**config.mk**
```make
export PLATFORM = sky130hd
export DESIGN_NAME = sdt_top
export DESIGN_NICKNAME = d
export VERILOG_FILES = /design/src/logic/sdt_pkg.sv /design/src/logic/sdt_prescaler.sv /design/src/logic/sdt_top.sv
export VERILOG_INCLUDE_DIRS = /design/src /design/src/logic
export SDC_FILE = /design/constraint.sdc
export NUM_CORES = 1
export LEC_CHECK = 0
export BUFFER_PORTS_ARGS = -buffer_cell sky130_fd_sc_hd__buf_2
export CAP_MARGIN = 20
export CELL_PAD_IN_SITES_DETAIL_PLACEMENT = 1
export CELL_PAD_IN_SITES_GLOBAL_PLACEMENT = 2
export CORE_MARGIN = 4
export CORE_UTILIZATION = 30
export CTS_BUF_LIST = sky130_fd_sc_hd__clkbuf_8
export CTS_CLUSTER_DIAMETER = 200
export DETAILED_ROUTE_END_ITERATION = 16
export PLACE_DENSITY_LB_ADDON = 0.1
export SYNTH_ARGS = -nofsm -noshare
export SYNTH_HDL_FRONTEND = slang
export SYNTH_SLANG_ARGS = --single-unit
```
**constraint.sdc**
```tcl
create_clock -name clk_sys -period 2.8 [get_ports clk_sys]
set_input_delay 0.14 -clock clk_sys [delete_from_list [all_inputs] [get_ports clk_sys]]
set_output_delay 0.14 -clock clk_sys [all_outputs]
set_load 0.02 [all_outputs]
```
**src/logic/sdt_defs.svh**
```systemverilog
// Register map, field positions, reset values and timing counts of the down timer
`ifndef SDT_DEFS_SVH
`define SDT_DEFS_SVH

// Register indices; byte address is four times the index
`define SDT_IDX_RELOAD_HIGH 8'hF0
`define SDT_IDX_RELOAD_LOW 8'hF1
`define SDT_IDX_PRESCALE 8'hF2
`define SDT_IDX_CONTROL 8'hF3

// Control register bit positions
`define SDT_BIT_RUN 7
`define SDT_BIT_SINGLE 6
`define SDT_BIT_IN_FIRST 5
`define SDT_BIT_IN_SECOND 4
`define SDT_BIT_IN_ENABLE 3
`define SDT_BIT_IRQ_SEL 2
`define SDT_BIT_OUT_FIRST 1
`define SDT_BIT_OUT_SECOND 0

// Reset values
`define SDT_RST_RELOAD_HIGH 8'hFF
`define SDT_RST_RELOAD_LOW 8'hFF
`define SDT_RST_PRESCALE 8'hFF
`define SDT_RST_CONTROL 8'h14

// Core clock divided by this feeds the prescaler
`define SDT_CORE_DIV 4
// Least spacing of count pin falling edges, in core clock periods
`define SDT_EVENT_SPACING 8

`endif

```
**src/logic/sdt_pkg.sv**
```systemverilog
// Types shared by the down timer modules
package sdt_pkg;

    typedef enum logic [1:0] {
        SDT_IN_EVENT = 2'b00,
        SDT_IN_GATED = 2'b01,
        SDT_IN_TRIG = 2'b10,
        SDT_IN_RETRIG = 2'b11
    } sdt_in_mode_t;

    typedef struct packed {
        logic run_bit;
        logic single;
        sdt_in_mode_t in_mode;
        logic input_section_enable;
        logic irq_source_select;
        logic output_mode_first;
        logic output_mode_second;
    } sdt_ctrl_t;

    typedef struct packed {
        logic [7:0] count;
    } sdt_psc_state_t;

    typedef struct packed {
        sdt_ctrl_t ctrl;
        logic [15:0] count;
        logic [15:0] reload;
        logic [7:0] prescale;
        logic pending;
        logic armed;
        logic sync_first;
        logic sync_second;
        logic pin_prev;
        logic [1:0] div_cnt;
        logic out_pin;
        logic irq;
        logic waitreq;
        logic [31:0] rdata;
    } sdt_state_t;

endpackage

```
**src/logic/sdt_prescaler.sv**
```systemverilog
// Programmable 8-bit prescaler: passes one tick out of value+1 ticks in
`timescale 1ns/1ns
`include "sdt_defs.svh"

module sdt_prescaler
    import sdt_pkg::*;
#(
    parameter int WIDTH = 8
) (
    input wire logic clk_sys,
    input wire logic srst,
    input wire logic tick_in,
    input wire logic load,
    input wire logic [WIDTH-1:0] value,
    output logic tick_out
);

    generate
        if (WIDTH != 8) begin : g_bad_width
            $error("sdt_prescaler supports only an 8-bit divider");
        end
    endgenerate

    sdt_psc_state_t st;
    sdt_psc_state_t next_st;

    // Value 0 passes every tick, value FF passes one in 256
    assign tick_out = tick_in && !load && (st.count == 8'h00);

    always_comb begin
        next_st = st;
        if (load) begin
            next_st.count = value;
        end else if (tick_in) begin
            if (st.count == 8'h00) begin
                next_st.count = value;
            end else begin
                next_st.count = st.count - 8'h01;
            end
        end
    end

    always_ff @(posedge clk_sys) begin
        if (srst) begin
            st.count <= `SDT_RST_PRESCALE;
        end else begin
            st <= next_st;
        end
    end

endmodule

```
**src/logic/sdt_top.sv**
```systemverilog
// Standard 16-bit down timer with prescaler, input modes, output modes, Avalon-MM slave
//
// Summary of operation
// - 16-bit down counter, 8-bit prescaler, single/continuous.
// - Prescaler fed by core/4, oscillator clock or pin.
// - Underflow past zero is end-of-count, requests interrupt.
// - Run bit set starts counting, clear halts.
// - Restart resumes held value unless constant rewritten.
// - Running: constant at end-of-count, prescaler immediately.
// - Reset leaves both counter bytes, prescaler all-ones.
// - Single: end-of-count stops, reloads, clears run.
// - Continuous: end-of-count reloads and keeps counting.
// - Mode bit and run bit writable together anytime.
// - Input disabled: core/4 clock, pin ignored.
// - Event mode counts each pin falling edge.
// - Gated mode counts core/4 while pin high.
// - Trigger mode starts on run plus falling edge.
// - Retrigger edge restarts from constant while running.
// - Without pin, event mode counts oscillator clock.
// - Output mode zero drives the output pin high.
// - Square-wave mode inverts output at end-of-count.
// - PWM mode copies second output bit at end-of-count.
// - Select bit swaps timer interrupt for external pin.
// - Four registers: high, low, prescaler, control, base first.
// - Prescaler 0 no division, FF by 256, reads programmed.
// - Counter bytes write constant, read live count.
`timescale 1ns/1ns
`include "sdt_defs.svh"

module sdt_top
    import sdt_pkg::*;
#(
    parameter int ADDR_W = 10,
    parameter bit HAS_COUNT_PIN = 1'b1
) (
    input wire logic clk_sys,
    input wire logic srst,
    input wire logic [ADDR_W-1:0] avs_address,
    input wire logic avs_read,
    input wire logic avs_write,
    input wire logic [31:0] avs_writedata,
    input wire logic [3:0] avs_byteenable,
    output logic [31:0] avs_readdata,
    output logic avs_waitrequest,
    input wire logic count_input_pin,
    input wire logic oscillator_derived_clock,
    input wire logic ext_irq_pin,
    output logic timer_output_pin,
    output logic irq_channel
);

    generate
        if (ADDR_W < 10) begin : g_bad_addr
            $error("sdt_top needs at least 10 address bits for its register map");
        end
        if (`SDT_CORE_DIV != 4) begin : g_bad_div
            $error("sdt_top derives its core divider from a two-bit phase counter");
        end
        if (`SDT_BIT_RUN != 7 || `SDT_BIT_SINGLE != 6 || `SDT_BIT_IN_ENABLE != 3
            || `SDT_BIT_OUT_SECOND != 0) begin : g_bad_fields
            $error("sdt_top control fields must match the packed control struct");
        end
        if (`SDT_EVENT_SPACING < 3) begin : g_bad_spacing
            $error("pin edges closer than the three-flop detector path are lost");
        end
    endgenerate

    sdt_state_t st;
    sdt_state_t next_st;

    // Byte address of a register index
    function automatic logic hits(input logic [ADDR_W-1:0] addr, input logic [7:0] idx);
        hits = (addr == ADDR_W'({idx, 2'b00}));
    endfunction

    function automatic logic [7:0] ctrl_byte(input sdt_ctrl_t c);
        ctrl_byte = {c.run_bit,
                     c.single,
                     c.in_mode,
                     c.input_section_enable,
                     c.irq_source_select,
                     c.output_mode_first,
                     c.output_mode_second};
    endfunction

    // Inverse of ctrl_byte; takes field positions from the defines, where ctrl_byte uses the struct order
    function automatic sdt_ctrl_t ctrl_of_byte(input logic [7:0] b);
        sdt_ctrl_t c;
        c.run_bit = b[`SDT_BIT_RUN];
        c.single = b[`SDT_BIT_SINGLE];
        c.in_mode = sdt_in_mode_t'({b[`SDT_BIT_IN_FIRST], b[`SDT_BIT_IN_SECOND]});
        c.input_section_enable = b[`SDT_BIT_IN_ENABLE];
        c.irq_source_select = b[`SDT_BIT_IRQ_SEL];
        c.output_mode_first = b[`SDT_BIT_OUT_FIRST];
        c.output_mode_second = b[`SDT_BIT_OUT_SECOND];
        ctrl_of_byte = c;
    endfunction

    // Write strobe of one register: committed write with lane 0 on a matching address
    function automatic logic wr_hit(input logic commit,
                                    input logic lane,
                                    input logic [ADDR_W-1:0] addr,
                                    input logic [7:0] idx);
        wr_hit = commit && lane && hits(addr, idx);
    endfunction

    // Counter bytes read the live count, the prescaler its programmed value
    function automatic logic [7:0] read_byte(input logic [ADDR_W-1:0] addr,
                                             input sdt_state_t s);
        read_byte = 8'h00;
        if (hits(addr, `SDT_IDX_RELOAD_HIGH)) begin
            read_byte = s.count[15:8];
        end else if (hits(addr, `SDT_IDX_RELOAD_LOW)) begin
            read_byte = s.count[7:0];
        end else if (hits(addr, `SDT_IDX_PRESCALE)) begin
            read_byte = s.prescale;
        end else if (hits(addr, `SDT_IDX_CONTROL)) begin
            read_byte = ctrl_byte(s.ctrl);
        end
    endfunction

    // Output pin next level; mode 00 forces high so the pin is free for other use
    function automatic logic out_next(input sdt_ctrl_t c, input logic cur, input logic at_eoc);
        out_next = cur;
        if (!c.output_mode_first && !c.output_mode_second) begin
            out_next = 1'b1;
        end else if (at_eoc) begin
            if (c.output_mode_first) begin
                out_next = c.output_mode_second;
            end else begin
                out_next = !cur;
            end
        end
    endfunction

    // Bus phase: request held by master, answer cycle shows waitrequest low
    logic bus_req;
    logic bus_commit;
    logic wr_commit;
    logic lane0;
    logic wr_high;
    logic wr_low;
    logic wr_psc;
    logic wr_ctrl;
    logic [7:0] wbyte;

    assign bus_req = avs_read || avs_write;
    assign bus_commit = bus_req && !st.waitreq;
    assign wr_commit = avs_write && !st.waitreq;
    // Only lane 0 carries a register; other lanes are ignored
    assign lane0 = avs_byteenable[0];
    assign wbyte = avs_writedata[7:0];
    assign wr_high = wr_hit(wr_commit, lane0, avs_address, `SDT_IDX_RELOAD_HIGH);
    assign wr_low = wr_hit(wr_commit, lane0, avs_address, `SDT_IDX_RELOAD_LOW);
    assign wr_psc = wr_hit(wr_commit, lane0, avs_address, `SDT_IDX_PRESCALE);
    assign wr_ctrl = wr_hit(wr_commit, lane0, avs_address, `SDT_IDX_CONTROL);

    // Pin edge detection; first synchroniser stage is read only by the second
    logic pin_fall;
    logic pin_high;
    assign pin_fall = st.pin_prev && !st.sync_second;
    assign pin_high = st.sync_second;

    // Core clock divided by four as a one-cycle enable
    logic core_div_tick;
    assign core_div_tick = (st.div_cnt == 2'(`SDT_CORE_DIV - 1));

    logic running;
    logic retrig;
    logic src_tick;
    logic psc_load;
    logic psc_tick;
    logic eoc;
    logic start_edge;
    logic [7:0] next_prescale;

    // Registered run bit; a control write acts from the following cycle
    assign running = st.ctrl.run_bit;
    assign start_edge = wr_ctrl && wbyte[`SDT_BIT_RUN] && !running;

    // Retrigger only while running; a stopped timer ignores the edge
    assign retrig = running && st.ctrl.input_section_enable
                    && (st.ctrl.in_mode == SDT_IN_RETRIG) && pin_fall;

    // Clock source ahead of the prescaler
    always_comb begin
        src_tick = 1'b0;
        if (!st.ctrl.input_section_enable) begin
            src_tick = core_div_tick;
        end else begin
            case (st.ctrl.in_mode)
                SDT_IN_EVENT: begin
                    src_tick = pin_fall;
                end
                SDT_IN_GATED: begin
                    src_tick = core_div_tick && pin_high;
                end
                SDT_IN_TRIG: begin
                    src_tick = core_div_tick && st.armed;
                end
                SDT_IN_RETRIG: begin
                    src_tick = core_div_tick;
                end
                default: begin
                    src_tick = 1'b0;
                end
            endcase
        end
        src_tick = src_tick && running;
    end

    // New prescaler value acts at once; start and retrigger restart it
    assign next_prescale = wr_psc ? wbyte : st.prescale;
    assign psc_load = wr_psc || retrig || start_edge;

    sdt_prescaler #(
        .WIDTH(8)
    ) u_prescaler (
        .clk_sys(clk_sys),
        .srst(srst),
        .tick_in(src_tick),
        .load(psc_load),
        .value(next_prescale),
        .tick_out(psc_tick)
    );

    // End of count: a tick arriving while the counter already holds zero
    assign eoc = psc_tick && !retrig && (st.count == 16'h0000);

    always_comb begin
        next_st = st;
        next_st.waitreq = 1'b1;

        // Input pin synchroniser and edge history
        // Stages reset high, the idle level, so no false edge follows reset
        next_st.sync_first = HAS_COUNT_PIN ? count_input_pin : oscillator_derived_clock;
        next_st.sync_second = st.sync_first;
        next_st.pin_prev = st.sync_second;

        // Free running divide-by-four phase
        if (core_div_tick) begin
            next_st.div_cnt = 2'b00;
        end else begin
            next_st.div_cnt = st.div_cnt + 2'b01;
        end

        // Register writes
        // Pending marks a constant the counter has not yet taken
        if (wr_high) begin
            next_st.reload[15:8] = wbyte;
            next_st.pending = 1'b1;
        end
        if (wr_low) begin
            next_st.reload[7:0] = wbyte;
            next_st.pending = 1'b1;
        end
        if (wr_psc) begin
            next_st.prescale = wbyte;
        end

        // Counter
        // Retrigger outranks end of count, so one cycle never reloads twice
        if (start_edge && st.pending) begin
            // Constant rewritten while stopped replaces held value
            next_st.count = next_st.reload;
            next_st.pending = wr_high || wr_low;
        end else if (retrig) begin
            next_st.count = st.reload;
        end else if (eoc) begin
            next_st.count = next_st.reload;
            next_st.pending = wr_high || wr_low;
        end else if (psc_tick) begin
            next_st.count = st.count - 16'h0001;
        end

        // Control register; software set of run wins over hardware clear
        if (eoc && st.ctrl.single) begin
            next_st.ctrl.run_bit = 1'b0;
        end
        if (wr_ctrl) begin
            next_st.ctrl = ctrl_of_byte(wbyte);
        end

        // Trigger mode waits for an edge after the run bit is set
        if (!next_st.ctrl.run_bit) begin
            next_st.armed = 1'b0;
        end else if (running && pin_fall) begin
            next_st.armed = 1'b1;
        end

        // Output pin
        next_st.out_pin = out_next(st.ctrl, st.out_pin, eoc);

        // Interrupt channel carries either the timer or the external pin
        if (st.ctrl.irq_source_select) begin
            next_st.irq = ext_irq_pin;
        end else begin
            next_st.irq = eoc;
        end

        // Bus answer: one wait cycle, then waitrequest low for one cycle
        if (bus_req && st.waitreq) begin
            next_st.waitreq = 1'b0;
            next_st.rdata = 32'h0000_0000;
            if (avs_read) begin
                next_st.rdata = {24'h00_0000, read_byte(avs_address, st)};
            end
        end
        if (bus_commit) begin
            next_st.waitreq = 1'b1;
        end
    end

    // Synchronous reset; every field takes a constant
    always_ff @(posedge clk_sys) begin
        if (srst) begin
            st.ctrl <= sdt_ctrl_t'(`SDT_RST_CONTROL);
            st.count <= {`SDT_RST_RELOAD_HIGH, `SDT_RST_RELOAD_LOW};
            st.reload <= {`SDT_RST_RELOAD_HIGH, `SDT_RST_RELOAD_LOW};
            st.prescale <= `SDT_RST_PRESCALE;
            st.pending <= 1'b0;
            st.armed <= 1'b0;
            st.sync_first <= 1'b1;
            st.sync_second <= 1'b1;
            st.pin_prev <= 1'b1;
            st.div_cnt <= 2'b00;
            st.out_pin <= 1'b1;
            st.irq <= 1'b0;
            st.waitreq <= 1'b1;
            st.rdata <= 32'h0000_0000;
        end else begin
            st <= next_st;
        end
    end

    assign avs_readdata = st.rdata;
    assign avs_waitrequest = st.waitreq;
    assign timer_output_pin = st.out_pin;
    assign irq_channel = st.irq;

endmodule

```
==> results by group <==
Synth
  – Mapped cell area: 4160 sq um
  – EDFF count, synth: 0
  – Post-synthesis sequential area ratio: 0.356
  – Synth cell types: 64
  – Top FF cell, synth: dfxtp_1
  – Post-synth ARST share: 0
  – Syn Inst Count: 492
  – Avg Cell Area, Syn: 8.45 sq um
  – #FFs+latches synth: 74
  – Synth warn: 0

Cells and area
  – Most frequent cells in the layout: 78 x nand2_1, 74 x dfxtp_1, 39 x buf_4, 35 x buf_2, 31 x a21oi_1
  – Layout Nets: 607
  – Leading cell type in the layout, fill and taps excluded: nand2_1
  – Area growth, synth to finish: 15.7%
  – Share of cells above drive strength 1: 0.212
  – Antenna Cells: 0

Setup path
  – Data required, critical path: 3070 ps
  – Critical Path End: st[75]
  – Worst R2R End: st[75]
  – Setup crit start kind: register
  – Crit. Startpoint: st[87]
  – Setup CP Type: reg2reg
  – Crit-path cells: inv_1 > ha_1 > nand2_1 > o221ai_1 > nor4b_2 > nor2_1 > buf_4 > a221o_1 > a21o_1
  – RR Startpoint: st[87]
  – Setup crit end kind: register
  – CP Max Fanout: 6
  – Worst path slowest cell: nor4b_2
  – Crit path DAT: between 2000 and 3000 ps
  – Reg2Reg Setup Slack: 250 ps
  – Max incr delay on CP: roughly 600 ps
  – R2R depth: 9

Clock tree
  – Clock root cell: clkbuf_8
  – Clk buf depth: 2
  – CTS tree: yes
  – Worst-skew pair later-pin latency: 370 ps
  – Clk pin slew, worst setup/hold paths: approximately 80 ps
  – CTS Buf Count: 9
  – CTS sink count: 74
  – Clock H-tree levels: 3

Detailed routing
  – WL/cell: 19.9 um
  – Initial DRT Pass Iterations: 4
  – Routed Antenna Nets: 0
  – DRC Markers: 0
  – Routed vias: 3832
  – Vias per Instance: 5.26
  – Initial DRC count: 256
  – Aggregate routed wire length: roughly 15000 um

Placement
  – Routability cong.: 0.841
  – Detailed placement HPWL: 11100 um
  – Port Buffers: 35
  – Pre-CTS WS: -114 ps

Floorplanning
  – Starting Density: 0.310
  – Die W: 126 um
  – Row cnt: 42
  – Top Ports: just under 90
  – Die height: 126 um
  – Die area: 15800 sq um
  – Core area: 13400 sq um

STA
  – Unrepaired setup endpoints after global routing: false
  – Final period util: 0.910
  – Max frequency: 392 MHz
  – Slew Viols, Final: 0
  – Max Clock Skew: between 10 and 15 ps
  – Min Tclk post-route: 2550 ps
  – Final Setup Violations: 0
  – Final hold vios: 0
  – Slew headroom: 0.505
  – Measured slew at the worst slew-check pin: roughly 740 ps
  – Post-route setup slack: 251 ps

Hold path
  – Worst Hold Depth: 3
  – Worst hold-check path type: in2reg
  – Hold_sp: avs_writedata[0]

Run status
  – Status: finished, final reports clean

Global routing
  – Initial antenna violation count: 0
  – Largest net degree at the start of global routing: 29
  – First-pass GRT wire length: 22800 um
  – Vias in the first global route: 3913
  – GR Util All Layers: 0.187
  – Gr ovfl total: 0

Power
  – Final total power: roughly 2100 uW
  – NetSw: ~570 uW
  – Leakage: 0.00185 uW
  – Sw Ratio: 0.274
  – Clk network pwr share: 0.400
  – Flop pwr share: 0.512
  – Pwr per Cell Area: 435 nW/um^2
  – Comb pwr share: 0.088
  – Internal power: 1520 uW
  – Peak VDD IR: approximately 0.00017 V

Job
  – Maxcap violations: 0
## cell usage after synthesis (all sizes together) (2+ instances only)
master / number / area, sq um
nor4: 12 / 124
nand2: 78 / 293
o21a: 2 / 15.0
nor2: 29 / 109
a211o: 3 / 26.3
o211ai: 7 / 57.6
clkbuf: 17 / 63.8
nand4b: 3 / 26.3
inv: 9 / 33.8
or4: 4 / 33.8
a21oi: 31 / 155
a22oi: 9 / 67.6
nand4: 4 / 25.0
and2: 3 / 18.8
mux4: 6 / 135
o21ai: 22 / 110
dfxtp: 74 / 1480
nand2b: 9 / 56.3
a221oi: 3 / 32.5
o31ai: 3 / 22.5
nor3b: 2 / 15.0
a21o: 3 / 22.5
xnor2: 5 / 43.8
or3: 4 / 25.0
a221o: 2 / 20.0
a32oi: 2 / 17.5
mux2i: 27 / 270
nand3: 23 / 120
o221ai: 5 / 43.8
nor3: 13 / 65.1
ha: 7 / 87.6
buf: 38 / 278
nor2b: 2 / 12.5
nor4b: 2 / 17.5
mux2: 3 / 33.8
or2: 6 / 37.5
and3: 4 / 25.0
## layer usage
metal | vias up | track usage | share of wire
met5 | - | 0 | 0
met4 | 0 | 0.0759 | 0.029
met3 | 22 | 0.0301 | 0.041
met2 | 84 | 0.289 | 0.45
met1 | 1892 | 0.260 | 0.48
li1 | 1834 | - | -
## state kept, by name, summed over array words and instances, names as in the netlist
name	cells
avs_readdata	8
avs_waitrequest	1
irq_channel	1
next_st	1
pin_high	1
running	1
st	52
timer_output_pin	1
u_prescaler.st	8
## per-stage QoR
stage	hold WS (ps)	instance area, sq um	util	cells	setup TNS, ps
finish	79.9	4810	0.359	728	0
global route	74.9	4810	0.359	728	0
global placement	327	4590	0.343	710	0
detailed placement	330	4590	0.343	710	-227
floorplan	244	4240	-	515	0
CTS	65.4	4810	0.359	728	0
## area by class of cell
cell class	count	area, sq um
Sequential cell	74	1480
Fill cell	1611	8590
Clock buffer	12	165
Tap cell	176	220
Timing Repair Buffer	76	488
Clock inverter	4	25.0
Inverter	9	33.8
Multi-Input combinational cell	377	2400
## power by group through the flow
stage | sequential, uW | clock [uW] | combinational (uW)
final | 1070 | 837 | 184
after floorplan | 1100 | 0 | 125
after CTS | 1070 | 859 | 186
after global routing | 1070 | 900 | 202
after detailed placement | 1100 | 0 | 183
after global placement | 1100 | 0 | 181
## what timing repair did
action | 4_1_cts | 5_1_grt
hold buffers | 2 | 0
gates resized for setup | 1 | 1
setup buffers | 0 | 0
endpoints found under the setup margin | 8 | 6
endpoints found under the hold margin | 2 | 0
## critical path: cells and delay by family (launching register included)
kind / cells / cell delay [ps]
compound gates: 3 / 690
buf+inv: 2 / 250
simple gates: 3 / 830
flops: 1 / 390
fa+ha+maj: 1 / 280
## worst min path at each step
stage                        endpoint  slack, ps
final                          st[82]         80
after global placement    next_st[38]        330
after global routing           st[82]         70
after detailed placement  next_st[38]        330
after CTS                      st[82]         70
after floorplan           next_st[38]        240
## logic make-up (layout without fill, tap and decap cells)
family          count (synthesis)  in the layout  share of synthesized area
compound gates                103            103                      0.166
xor+xnor                        6              6                     0.0126
fa+ha+maj                       7              7                     0.0211
buf+inv                        64            101                     0.0903
flops                          74             74                      0.356
mux                            36             36                      0.106
other cells                     1             24                   0.000902
simple gates                  201            201                      0.248
Power figures use the tool's default switching activity.
